$ cat config.mk
export PLATFORM = sky130hd
export DESIGN_NAME = bpm_host
export DESIGN_NICKNAME = d
export VERILOG_FILES = /design/src/bpm_host.v /design/src/bpm_sync.v /design/src/bpm_code_class.v
export VERILOG_INCLUDE_DIRS = /design/src /design/src/src
export SDC_FILE = /design/constraint.sdc
export NUM_CORES = 1
export LEC_CHECK = 0
export BUFFER_PORTS_ARGS = -buffer_cell sky130_fd_sc_hd__buf_2
export CORE_MARGIN = 2
export CORE_UTILIZATION = 40
export CTS_CLUSTER_SIZE = 12
export DETAILED_ROUTE_END_ITERATION = 8
export PLACE_DENSITY = 0.63
export REMOVE_ABC_BUFFERS = 1
export SLEW_MARGIN = 20
export SYNTH_ARGS = -nofsm -noshare
export SYNTH_HDL_FRONTEND = slang
export SYNTH_HIERARCHICAL = 1
export SYNTH_SLANG_ARGS = --single-unit
$ cat constraint.sdc
create_clock -name clk_sys -period 4.5 [get_ports clk_sys]
set_clock_uncertainty 0.2 [all_clocks]
set_input_delay 0.225 -clock clk_sys [delete_from_list [all_inputs] [get_ports clk_sys]]
set_output_delay 0.225 -clock clk_sys [all_outputs]
set_load 0.01 [all_outputs]
$ cat src/bpm_defs.vh
// Constants shared by the boot progress monitor host controller
`ifndef BPM_DEFS_VH
`define BPM_DEFS_VH

// ----------------------------------------------------------------------------
// Register offsets (byte addresses)
// ----------------------------------------------------------------------------
`define BPM_OFS_CTRL 8'h00
`define BPM_OFS_WRCODE 8'h04
`define BPM_OFS_STATUS 8'h08
`define BPM_OFS_EVENTS 8'h0c
`define BPM_OFS_CURCODE 8'h10
`define BPM_OFS_TIMEOUT 8'h14

// ----------------------------------------------------------------------------
// Field positions
// ----------------------------------------------------------------------------
`define BPM_CTRL_STRICT 0
`define BPM_CTRL_CANCEL 1
`define BPM_ST_BUSY 0
`define BPM_ST_REJECT 1
`define BPM_ST_ACKTMO 2
`define BPM_ST_SELFTEST 3
`define BPM_ST_DRVATT 4
`define BPM_ST_CLILOAD 5
`define BPM_ST_WDOG 6
`define BPM_ST_TRAP 7
`define BPM_ST_ALARM 8
`define BPM_ST_ERRDIG 9
`define BPM_ST_PENDREQ 10
`define BPM_EV_CFGLOST 0
`define BPM_EV_DPRESET 1
`define BPM_EV_STTMO 2
`define BPM_EV_SHUTDN 3
`define BPM_EV_RSTREQ 4
`define BPM_EV_NMI 5
`define BPM_EV_DUMP 6
`define BPM_EV_DEAD 7
`define BPM_EV_WDOGOFF 8
`define BPM_EV_TRAPCHG 9
`define BPM_EV_W 10

// ----------------------------------------------------------------------------
// Reset values
// ----------------------------------------------------------------------------
`define BPM_RST_CTRL 2'h1
`define BPM_RST_TIMEOUT 16'h0064
`define BPM_RST_CODE 16'h0000

// ----------------------------------------------------------------------------
// Boot stage codes
// ----------------------------------------------------------------------------
`define BPM_CODE_CLIENTS_ON 16'h0000
`define BPM_CODE_CFG_LOST 16'h0001
`define BPM_CODE_DP_RESET 16'h1000
`define BPM_CODE_ST_TMO 16'h100f
`define BPM_CODE_SHUTDN 16'h1200
`define BPM_CODE_RSTREQ 16'h1400
`define BPM_CODE_NMI 16'h1600
`define BPM_CODE_DUMP 16'h1800
`define BPM_CODE_DEAD 16'h1fff
`define BPM_CODE_ST_BEGIN 16'h2000
`define BPM_CODE_ST_LAST 16'h2fff
`define BPM_CODE_ST_DONE 16'h7ff0
`define BPM_CODE_DRV_OFF 16'h8fe0
`define BPM_CODE_DRV_ON 16'h8ff0
`define BPM_CODE_CLIENTS_OFF 16'hffe0
`define BPM_CODE_MIN 16'h1000
`define BPM_ERR_DIGIT 4'hf

`endif

$ cat src/bpm_host.v
// Host controller that writes boot stage codes into the progress monitor
`timescale 1ns/100ps
`include "bpm_defs.vh"
module bpm_host (
  // Clock and reset
  input wire clk_sys,
  input wire rstn,
  // AHB-Lite slave
  input wire hsel,
  input wire [31:0] haddr,
  input wire [1:0] htrans,
  input wire hwrite,
  input wire [2:0] hsize,
  input wire [31:0] hwdata,
  input wire hready,
  output wire hreadyout,
  output wire hresp,
  output reg [31:0] hrdata,
  // Code write port toward the device
  output reg codeWe,
  output reg [15:0] codeOut,
  // Device state pins
  input wire [15:0] bootStageCode,
  input wire wdogOn,
  input wire trapOn,
  input wire cfgAlarm
);
  // --------------------------------------------------------------------------
  // Pin synchronisers
  // --------------------------------------------------------------------------
  wire [18:0] pinSync;

  bpm_sync #(
    .W(19)
  ) u_sync (
    .clk_sys(clk_sys),
    .rstn(rstn),
    .pinIn({cfgAlarm, trapOn, wdogOn, bootStageCode}),
    .pinOut(pinSync)
  );

  wire devWdog = pinSync[16];
  wire devTrap = pinSync[17];
  wire devAlarm = pinSync[18];

  // --------------------------------------------------------------------------
  // Code word qualifier
  // --------------------------------------------------------------------------
  // The code bits pass the synchroniser one by one, so a change on the pins can
  // show a torn word for an edge. A word is taken only when two edges in a row
  // agree; that adds two cycles to every readback, and in return a torn value
  // can never match an event code or stand in for a pending acknowledge.
  reg [15:0] codeSeen_q;
  reg [15:0] codeStable_q;

  wire [15:0] devCode = codeStable_q;

  always @(posedge clk_sys)
  begin
    if (!rstn)
    begin
      codeSeen_q <= `BPM_RST_CODE;
      codeStable_q <= `BPM_RST_CODE;
    end
    else
    begin
      codeSeen_q <= pinSync[15:0];
      if (pinSync[15:0] == codeSeen_q)
      begin
        codeStable_q <= codeSeen_q;
      end
    end
  end

  // --------------------------------------------------------------------------
  // Bus slave: zero wait states, always OKAY
  // --------------------------------------------------------------------------
  // Reads are captured in the address phase, so a read placed straight after a
  // write to the same register still returns the value from before that write
  reg wrPend_q;
  reg [7:0] wrAddr_q;
  wire addrPhase = hsel && hready && htrans[1];
  wire doWrite = wrPend_q;
  wire [31:0] wdata = hwdata;

  assign hreadyout = 1'b1;
  assign hresp = 1'b0;

  always @(posedge clk_sys)
  begin
    if (!rstn)
    begin
      wrPend_q <= 1'b0;
      wrAddr_q <= 8'h00;
    end
    else
    begin
      wrPend_q <= addrPhase && hwrite;
      wrAddr_q <= haddr[7:0];
    end
  end

  // --------------------------------------------------------------------------
  // Software registers
  // --------------------------------------------------------------------------
  reg [1:0] ctrl_q;
  reg [15:0] ackLimit_q;
  reg [15:0] lastCode_q;
  reg [`BPM_EV_W-1:0] events_q;
  reg reject_q;
  reg ackTmo_q;
  reg selftest_q;
  reg drvAttached_q;
  reg clientsLoaded_q;
  reg pendReq_q;

  wire wrCtrl = doWrite && (wrAddr_q == `BPM_OFS_CTRL);
  wire wrCode = doWrite && (wrAddr_q == `BPM_OFS_WRCODE);
  wire wrEvents = doWrite && (wrAddr_q == `BPM_OFS_EVENTS);
  wire wrTimeout = doWrite && (wrAddr_q == `BPM_OFS_TIMEOUT);
  wire cancelReq = wrCtrl && wdata[`BPM_CTRL_CANCEL];

  // --------------------------------------------------------------------------
  // Request check
  // --------------------------------------------------------------------------
  wire [15:0] reqCode = cancelReq ? `BPM_CODE_CLIENTS_ON : wdata[15:0];
  wire inRange;
  wire srcAlloc;
  wire stStep;
  wire reqErr;

  bpm_code_class u_class (
    .code(reqCode),
    .inRange(inRange),
    .srcAllocated(srcAlloc),
    .selftestStep(stStep),
    .errDigit(reqErr)
  );

  // The F digit belongs to the controller; a strict host sends it only in the dead code 1FFF
  wire strictBad = ctrl_q[`BPM_CTRL_STRICT] &&
                   ((stStep && !selftest_q) || (reqErr && reqCode != `BPM_CODE_DEAD));
  wire reqValid = inRange && srcAlloc && !strictBad;
  wire reqAny = wrCode || cancelReq;

  // --------------------------------------------------------------------------
  // Write sequencer
  // --------------------------------------------------------------------------
  localparam S_IDLE = 2'b00;
  localparam S_DRIVE = 2'b01;
  localparam S_WAIT = 2'b10;

  reg [1:0] state_q;
  reg [15:0] ackCnt_q;
  wire busy = (state_q != S_IDLE);
  wire accept = reqAny && !busy && reqValid;
  // The device shows the written code once it takes it, so readback equality is the ack
  wire acked = (state_q == S_WAIT) && (devCode == lastCode_q);
  wire ackTimeout = (state_q == S_WAIT) && !acked && (ackCnt_q >= ackLimit_q);

  always @(posedge clk_sys)
  begin
    if (!rstn)
    begin
      state_q <= S_IDLE;
      codeWe <= 1'b0;
      codeOut <= `BPM_RST_CODE;
      lastCode_q <= `BPM_RST_CODE;
      ackCnt_q <= 16'h0000;
    end
    else
    begin
      codeWe <= 1'b0;
      case (state_q)
        S_IDLE:
        begin
          ackCnt_q <= 16'h0000;
          if (accept)
          begin
            codeWe <= 1'b1;
            codeOut <= reqCode;
            lastCode_q <= reqCode;
            state_q <= S_DRIVE;
          end
        end
        S_DRIVE:
        begin
          state_q <= S_WAIT;
        end
        S_WAIT:
        begin
          ackCnt_q <= ackCnt_q + 16'h0001;
          if (acked || ackTimeout)
          begin
            state_q <= S_IDLE;
          end
        end
        default:
        begin
          state_q <= S_IDLE;
        end
      endcase
    end
  end

  // --------------------------------------------------------------------------
  // Boot progress tracking
  // --------------------------------------------------------------------------
  always @(posedge clk_sys)
  begin
    if (!rstn)
    begin
      ctrl_q <= `BPM_RST_CTRL;
      ackLimit_q <= `BPM_RST_TIMEOUT;
      reject_q <= 1'b0;
      ackTmo_q <= 1'b0;
      selftest_q <= 1'b0;
      drvAttached_q <= 1'b0;
      clientsLoaded_q <= 1'b0;
    end
    else
    begin
      if (wrCtrl)
      begin
        ctrl_q <= {1'b0, wdata[`BPM_CTRL_STRICT]};
      end
      if (wrTimeout)
      begin
        ackLimit_q <= wdata[15:0];
      end
      if (reqAny)
      begin
        reject_q <= !accept;
      end
      if (accept)
      begin
        ackTmo_q <= 1'b0;
      end
      else if (ackTimeout)
      begin
        ackTmo_q <= 1'b1;
      end
      if (accept)
      begin
        case (reqCode)
          `BPM_CODE_ST_BEGIN: selftest_q <= 1'b1;
          `BPM_CODE_ST_DONE: selftest_q <= 1'b0;
          `BPM_CODE_DRV_OFF: drvAttached_q <= 1'b0;
          `BPM_CODE_DRV_ON: drvAttached_q <= 1'b1;
          `BPM_CODE_CLIENTS_OFF: clientsLoaded_q <= 1'b0;
          `BPM_CODE_CLIENTS_ON: clientsLoaded_q <= !cancelReq;
          default: selftest_q <= selftest_q;
        endcase
      end
    end
  end

  // --------------------------------------------------------------------------
  // Controller-posted codes, watchdog drops and trap pin changes seen on the readback
  // --------------------------------------------------------------------------
  reg [15:0] prevCode_q;
  reg prevWdog_q;
  reg prevTrap_q;
  wire codeNew = (devCode != prevCode_q);
  reg [`BPM_EV_W-1:0] evSet;

  always @*
  begin
    evSet = {`BPM_EV_W{1'b0}};
    evSet[`BPM_EV_CFGLOST] = codeNew && (devCode == `BPM_CODE_CFG_LOST) && devAlarm;
    evSet[`BPM_EV_DPRESET] = codeNew && (devCode == `BPM_CODE_DP_RESET);
    // Only a late self-test start shows here; the device owns the timer
    evSet[`BPM_EV_STTMO] = codeNew && (devCode == `BPM_CODE_ST_TMO);
    evSet[`BPM_EV_SHUTDN] = codeNew && (devCode == `BPM_CODE_SHUTDN);
    evSet[`BPM_EV_RSTREQ] = codeNew && (devCode == `BPM_CODE_RSTREQ);
    evSet[`BPM_EV_NMI] = codeNew && (devCode == `BPM_CODE_NMI);
    evSet[`BPM_EV_DUMP] = codeNew && (devCode == `BPM_CODE_DUMP);
    evSet[`BPM_EV_DEAD] = codeNew && (devCode == `BPM_CODE_DEAD);
    evSet[`BPM_EV_WDOGOFF] = prevWdog_q && !devWdog;
    evSet[`BPM_EV_TRAPCHG] = prevTrap_q != devTrap;
  end

  always @(posedge clk_sys)
  begin
    if (!rstn)
    begin
      prevCode_q <= `BPM_RST_CODE;
      prevWdog_q <= 1'b0;
      prevTrap_q <= 1'b0;
      events_q <= {`BPM_EV_W{1'b0}};
      pendReq_q <= 1'b0;
    end
    else
    begin
      prevCode_q <= devCode;
      prevWdog_q <= devWdog;
      prevTrap_q <= devTrap;
      // Set wins over a write-one-to-clear in the same cycle
      events_q <= (events_q & ~(wrEvents ? wdata[`BPM_EV_W-1:0] : {`BPM_EV_W{1'b0}})) | evSet;
      if (evSet[`BPM_EV_SHUTDN] || evSet[`BPM_EV_RSTREQ])
      begin
        pendReq_q <= 1'b1;
      end
      else if (accept && cancelReq)
      begin
        pendReq_q <= 1'b0;
      end
    end
  end

  // --------------------------------------------------------------------------
  // Read data, registered in the address phase
  // --------------------------------------------------------------------------
  wire [15:0] status = {5'h00, pendReq_q, devCode[3:0] == `BPM_ERR_DIGIT, devAlarm,
                        devTrap, devWdog, clientsLoaded_q, drvAttached_q, selftest_q,
                        ackTmo_q, reject_q, busy};
  reg [31:0] rdMux;

  always @*
  begin
    case (haddr[7:0])
      `BPM_OFS_CTRL: rdMux = {30'h0, ctrl_q};
      `BPM_OFS_WRCODE: rdMux = {16'h0000, lastCode_q};
      `BPM_OFS_STATUS: rdMux = {16'h0000, status};
      `BPM_OFS_EVENTS: rdMux = {22'h0, events_q};
      `BPM_OFS_CURCODE: rdMux = {16'h0000, devCode};
      `BPM_OFS_TIMEOUT: rdMux = {16'h0000, ackLimit_q};
      default: rdMux = 32'h00000000;
    endcase
  end

  always @(posedge clk_sys)
  begin
    if (!rstn)
    begin
      hrdata <= 32'h00000000;
    end
    else if (addrPhase && !hwrite)
    begin
      hrdata <= rdMux;
    end
  end
endmodule

$ cat src/bpm_sync.v
// Two-stage synchroniser for pins arriving from the device
`timescale 1ns/100ps
module bpm_sync #(
  parameter W = 1
) (
  // Clock and reset
  input wire clk_sys,
  input wire rstn,
  // Data
  input wire [W-1:0] pinIn,
  output reg [W-1:0] pinOut
);
  reg [W-1:0] meta_q;

  always @(posedge clk_sys)
  begin
    if (!rstn)
    begin
      meta_q <= {W{1'b0}};
      pinOut <= {W{1'b0}};
    end
    else
    begin
      meta_q <= pinIn;
      pinOut <= meta_q;
    end
  end
endmodule

$ cat src/bpm_code_class.v
// Classifier for a boot stage code: range, source and error digit
`timescale 1ns/100ps
`include "bpm_defs.vh"
module bpm_code_class (
  // Code under test
  input wire [15:0] code,
  // Classification
  output wire inRange,
  output wire srcAllocated,
  output wire selftestStep,
  output wire errDigit
);
  wire [3:0] top = code[15:12];

  assign inRange = (code >= `BPM_CODE_MIN) || (code == `BPM_CODE_CLIENTS_ON);
  // 400-7FF and 900-EFF carry no source; the completion code is the exception
  assign srcAllocated = (top == 4'h1) || (top == 4'h2) || (top == 4'h3) ||
                        (top == 4'h8) || (top == 4'hf) ||
                        (code == `BPM_CODE_ST_DONE) ||
                        (code == `BPM_CODE_CLIENTS_ON);
  assign selftestStep = (code > `BPM_CODE_ST_BEGIN) && (code <= `BPM_CODE_ST_LAST);
  assign errDigit = (code[3:0] == `BPM_ERR_DIGIT);
endmodule

Word-level counts from Yosys, hierarchy flattened
Index checks and enable logic that the tools add are counted.

storage, ports and cells
  register bits = 197
  output and inout port bits = 51
  logic and storage cells = 149
  input bits = 93

cells by class
  equality and inequality tests = 37
  bitwise operators = 4
  $lt $le $gt $ge = 4
  muxes and demuxes = 13
  reduce and logical (&&, ||, !) cells = 67
  add/sub/neg operators = 1

operators by type and width
  kind                                                                  number
  equality test 16 x 13 -> 1 bit (second input constant)                7
  one-hot mux 16 bit (6 select lines)                                   1
  equality test 16 bit (second input constant)                          3
  equality test 16 bit                                                  2
  one-hot mux 16 bit (2 select lines)                                   1
  logical AND 1 bit                                                     31
  equality test 8 x 4 -> 1 bit (second input constant)                  3
  equality test 8 x 5 -> 1 bit (second input constant)                  3
  adder 16 x 1 -> 16 bit (second input constant)                        1
  equality test 16 x 1 -> 1 bit (second input constant)                 1
  equality test 16 x 14 -> 1 bit (second input constant)                1
  equality test 16 x 15 -> 1 bit (second input constant)                1
  equality test 4 bit (second input constant)                           4
  equality test 8 x 3 -> 1 bit (second input constant)                  2
  greater-or-equal comparator 16 x 13 -> 1 bit (second input constant)  1
  greater-or-equal comparator 16 bit                                    1
  greater-than comparator 16 x 14 -> 1 bit (second input constant)      1
  less-or-equal comparator 16 x 14 -> 1 bit (second input constant)     1
  logical NOT 16 bit                                                    1
  logical NOT 8 bit                                                     2
  two-way mux 16 bit                                                    1
  != test 16 x 13 -> 1 bit (second input constant)                      1
  != test 16 bit                                                        1
  AND reduction 2 bit                                                   6
  21 further kinds                                                      49

Logic depth before layout (Yosys ltp)
  word-level depth = 17
  mapped depth = 14
  mapped depth without buffers = 12

By module
Netlist, hierarchy kept.

modules (own cells, without submodules)
  module          seq. area each (um2)  instances  cells each  area each (um2)
  bpm_host        2862.7                1          804         7176.9
  bpm_sync        760.7                 1          80          1037.2
  bpm_code_class  0.0                   1          20          125.1

Worst setup path after synthesis
OpenSTA, ideal clock, no wires.

  kind = reg2reg
  start = reg wrAddr_q[5]
  end = reg lastCode_q[11]
  path slack = 0.915 ns
  stages on the path, launching flop included = 14
  data required time = 4.226 ns
  setup time = 0.074 ns
  path buffers = 2
  clock period less this slack = 3.585 ns
  arrival time = 3.311 ns
  cells stage by stage = dfxtp_1 nor4b_1 nand4_1 clkbuf_1 and2_1 nor4_1 nand4_1 nor3b_1 o311ai_1 and4_1 and2_0 clkbuf_1 o211ai_1 a31oi_1

between the ends
  elaborated cells between the ends (all ways) = 37
  those cells by class = order compare (3); eq/ne (9); mux (1); reduce/logical (24)

RTL lines
  item                                      RTL line             text
  start, declared                           bpm_host.v:81        reg [7:0] wrAddr_q;
  start signal, assigned                    bpm_host.v:99        wrAddr_q <= haddr[7:0];
  logical NOT 8 bit (no line) (*)           n/a
  logical AND 1 bit (*)                     bpm_host.v:117       wire wrCtrl = doWrite && (wrAddr_q == `BPM_OFS_CTRL);
  logical AND 1 bit (*)                     bpm_host.v:121       wire cancelReq = wrCtrl && wdata[`BPM_CTRL_CANCEL];
  two-way mux 16 bit (*)                    bpm_host.v:126       wire [15:0] reqCode = cancelReq ? `BPM_CODE_CLIENTS_ON : wdata[15:0];
  net reqCode[0]                            bpm_host.v:126
  equality test 16 x 15 -> 1 bit (no line)  n/a
  logical OR 1 bit                          bpm_code_class.v:17  assign srcAllocated = (top == 4'h1) || (top == 4'h2) || (top == 4'h3) ||
  logical OR 1 bit (*)                      bpm_code_class.v:17
  net srcAlloc                              bpm_host.v:128       wire srcAlloc;
  logical AND 1 bit (*) (2 in a row)        bpm_host.v:143       wire reqValid = inRange && srcAlloc && !strictBad;
  logical AND 1 bit (*)                     bpm_host.v:156       wire accept = reqAny && !busy && reqValid;
  AND reduction 2 bit (no line) (*)         n/a
  end signal, assigned                      bpm_host.v:168       lastCode_q <= `BPM_RST_CODE;
  end signal, assigned                      bpm_host.v:182       lastCode_q <= reqCode;
  end, declared                             bpm_host.v:108       reg [15:0] lastCode_q;

The timed path passes the listed nets; every way through them passes the cells marked *.
A chain may end at the register's enable or synchronous reset.

Worst setup path in the final report
  start = reg wrAddr_q[5]
  end = reg selftest_q

between the ends
  elaborated cells between the ends (all ways) = 40
  those cells by class = order compare (3); eq/ne (10); mux (2); reduce/logical (25)

RTL lines
  item                                      RTL line             text
  logical NOT 8 bit (no line) (*)           n/a
  logical AND 1 bit (*)                     bpm_host.v:117
  logical AND 1 bit (*)                     bpm_host.v:121
  two-way mux 16 bit (*)                    bpm_host.v:126
  net reqCode[0]                            bpm_host.v:126
  equality test 16 x 15 -> 1 bit (no line)  n/a
  logical OR 1 bit                          bpm_code_class.v:17
  logical OR 1 bit (*)                      bpm_code_class.v:17
  net srcAlloc                              bpm_host.v:128
  logical AND 1 bit (*) (2 in a row)        bpm_host.v:143
  logical AND 1 bit (*)                     bpm_host.v:156
  AND reduction 2 bit (no line) (*)         n/a
  end signal, assigned                      bpm_host.v:252       default: selftest_q <= selftest_q;
  end, declared                             bpm_host.v:112       reg selftest_q;

Marked as above.

==> impl_results.md <==
* Hpwl dp at 15200 um
* Vias in the first global route at around 6.4k
* Ys flop type: dfxtp_1
* CP peak stage delay at just under 600 ps
* Cell variety after synth at 66
* Fillers at roughly 1.9k
* CTS resizes at 0
* CP top delay family: simple AND/OR/NAND/NOR gates
* Post-CTS setup buffer count at 0
* CP dominant cell by count: nand4_1
* Fmax at roughly 0.25 GHz
* Req. time, crit path at between 4000 and 5000 ps
* Worst Path Buf+Inv at 1
* # Max-Cap Violations at 0
* Area grow syn2layout at 18.5%
* Top-count cell post-synth: dfxtp_1
* Sequential area share after synthesis at 43.5%
* Final worst slack at between 500 and 600 ps
* Final Cycle Share at around 90%
* CTS H-tree lvls at 4
* Ys async rst share at 0%
* LEAKAGE at between 4 and 5 nW
* Max stage delay cell, worst path: nor4b_1
* Peak supply drop at about 0.00023 V
* EDFF count, synth at 0
* Critical path startpoint category: flip-flop
* Worst Hold Class: input port to flip-flop
* Synth Register Bits at 181
* CP Data Arrival Time at ~4100 ps
* Pwr Density at 334 nW/um2
* # setup viols final at 0
* Cells on Worst Hold Path at 4
* RSZ-0062 raised after global routing: false
* CTS root buf: clkbuf_16
* Clk slew on worst S/H paths at approximately 80 ps
* TritonRoute pass-1 iters at 7
* Global-route wire length before repair at between 30000 and 40000 um
* Inserted Diodes at 0
* CP endpoint kind: flip-flop
* Placer Congestion at approximately 0.91
* Largest net degree at the start of global routing at 70
* Synth top cells by count: 181 x dfxtp_1, 98 x and2_1, 74 x nor2_1
* Input/output buffers at 81
* Pre-CTS setup slack at ~570 ps
* Height of the chip at between 100 and 150 um
* Setup TNS at 0 ps
* # DRC at 0
* Max Fanout on Critical Path at 18
* Worst r2r path cells at 12
* TritonCTS clock tree: yes
* Core Area at 20400 um2
* Kind of critical path: flip-flop to flip-flop
* Gr ovfl total at 0
* I/O Pins at approximately 140
* Netlist Area Pre-Place at 8340 um2
* Starting Density at 40.9%
* Die X at between 100 and 150 um
* Syn Area/Cell at about 9.2 um2
* Post-Synthesis Cells at ~900
* Synth area leaders: dfxtp_1 43%, and2_1 7.4%, xor2_1 4.4%
* Cell taking the most area after synthesis: dfxtp_1
* Syn. warnings at 6
* Max Slew Vio Count at 0
* First DRT Iteration DRCs at 533
* Vias per cell at between 5 and 6
* Nets at around 1.1k
* Per-cell routed wire length at approximately 17 um
* Antenna violations before repair at 0
* Hold Fails Final Rpt at 0
* CTS sink cnt at 181
* Status: completed
* Critical path cell sequence: nor4b_1, nand4_1, buf_4, and2_1, nor4_1, nand4_1, nor3b_1, o311ai_1, and4_1, and2_0, o21ai_0, o22a_2
* Global Route Usage Sum at 20.1%
* Critical path depth in cells at 12
* Worst rel slew slack at around 22%
* Via Count at 6827
* Final WL at 22000 um
* Final worst path period need at around 4000 ps
* CTS max path bufs at 2
* ANT nets after route at 0
* Die area at around 22000 um2
* Number of cell rows at 52
* Num CTS Buffers at 17
* Yosys top cell area share at between 40 and 50%
* Slew @ Worst Pin at between 1000 and 1500 ps
* Layout cell share with drive strength beyond 1 at 15.3%
* Worst skew pair latency at 440 ps
-- placed cells by master (no fill, tap or decap), types with 15 or more instances in the layout --
| master | n |
|---|---|
| and2_1 | 98 |
| inv_1 | 21 |
| ha_1 | 17 |
| mux2i_1 | 34 |
| mux2_2 | 15 |
| dlygate4sd3_1 | 43 |
| xnor2_1 | 20 |
| nor2_1 | 74 |
| buf_2 | 81 |
| dfxtp_1 | 181 |
| nand3_1 | 26 |
| clkbuf_16 | 17 |
| nor4_1 | 19 |
| nand4_1 | 24 |
| nand2_1 | 62 |
| xor2_1 | 42 |
| conb_1 | 18 |
| o21ai_0 | 15 |
-- kinds of logic (layout without fill, tap and decap cells) --
kind of cell,Yosys count,in the layout,synth area share (%)
AO/OA/AOI/OAI,119,119,11.0
XOR/XNOR,62,62,6.51
adder cells (fa/ha/maj),17,17,2.55
buffers and inverters,98,191,5.63
flip-flops,181,181,43.5
multiplexers,50,50,6.38
other,2,18,0.0901
AND/OR/NAND/NOR,375,375,24.4
-- layout make-up --
| type | count | area (um2) | share of cell area, % |
|---|---|---|---|
| clock inverters | 15 | 165 | 1.67 |
| multi-input cells | 641 | 4310 | 43.6 |
| inverters | 22 | 82.6 | 0.836 |
| clock buffers | 17 | 425 | 4.31 |
| well taps | 270 | 338 | 3.42 |
| flip-flops and latches | 181 | 3620 | 36.7 |
| repair buffers | 137 | 933 | 9.45 |
-- per-layer routing --
layer | part of all wire [%] | vias to the layer above | wire (um) | track usage [%]
li1 | - | 3329 | - | -
met1 | 45 | 3208 | 9810 | 26.5
met2 | 47 | 255 | 10300 | 33.3
met3 | 6.6 | 35 | 1440 | 3.90
met4 | 2.0 | 0 | 436 | 6.57
met5 | 0 | - | 0 | 0
-- metrics by stage --
stage / hold slack (ps) / area [um2] / utilization (%) / std cells / power, mW
final: 29.7 / 9880 / 48.5 / 1283 / 3.30
after global routing: 24.5 / 9880 / 48.5 / 1283 / 3.42
after CTS: 4.31 / 9880 / 48.5 / 1283 / 3.33
after detailed placement: 218 / 8860 / 43.5 / 1208 / 1.85
after global placement: 210 / 8860 / 43.5 / 1208 / 1.84
after floorplan: 86.9 / 8010 / - / 844 / 1.76
-- state kept, by name, indices dropped and copies added (netlist names), 2 cells and up --
register	count
ackCnt_q	16
ackLimit_q	16
codeSeen_q	16
codeStable_q	16
events_q	10
hrdata	16
lastCode_q	16
prevCode_q	16
state_q	2
u_sync/meta_q	19
u_sync/pinOut	19
wrAddr_q	8
-- path summary, 6_finish.rpt --
| path | from | endpoint | slack, ps |
|---|---|---|---|
| worst max-delay path | wrAddr_q[5] | selftest_q | 500 |
| worst min-delay path | hwdata[8] | events_q[8] | 30 |
| worst max register to register | wrAddr_q[5] | selftest_q | 500 |
| worst min register to register | u_sync/meta_q[17] | u_sync/pinOut[17] | 230 |
-- repair_timing --
action / 4_1_cts / 5_1_grt
hold endpoints to repair: 63 / 0
hold buffers: 43 / 0
setup endpoints to repair: 0 / 0
-- worst register-to-register path: cells and delay by family (launching register included) --
kind,cells,cell delay (ps)
buffers and inverters,1,220
and+or+nand+nor,8,2300
DFF,1,310
AOI/OAI and AO/OA,3,870
-- where the power goes --
| group | switching, mW | total, mW | leakage, nW | internal (mW) |
|---|---|---|---|---|
| clock | 0.719 | 1.46 | 0.282 | 0.742 |
| sequential | 0.0148 | 1.64 | 1.47 | 1.63 |
| combinational | 0.110 | 0.196 | 2.47 | 0.0870 |
(Power assumes the default switching activity.)
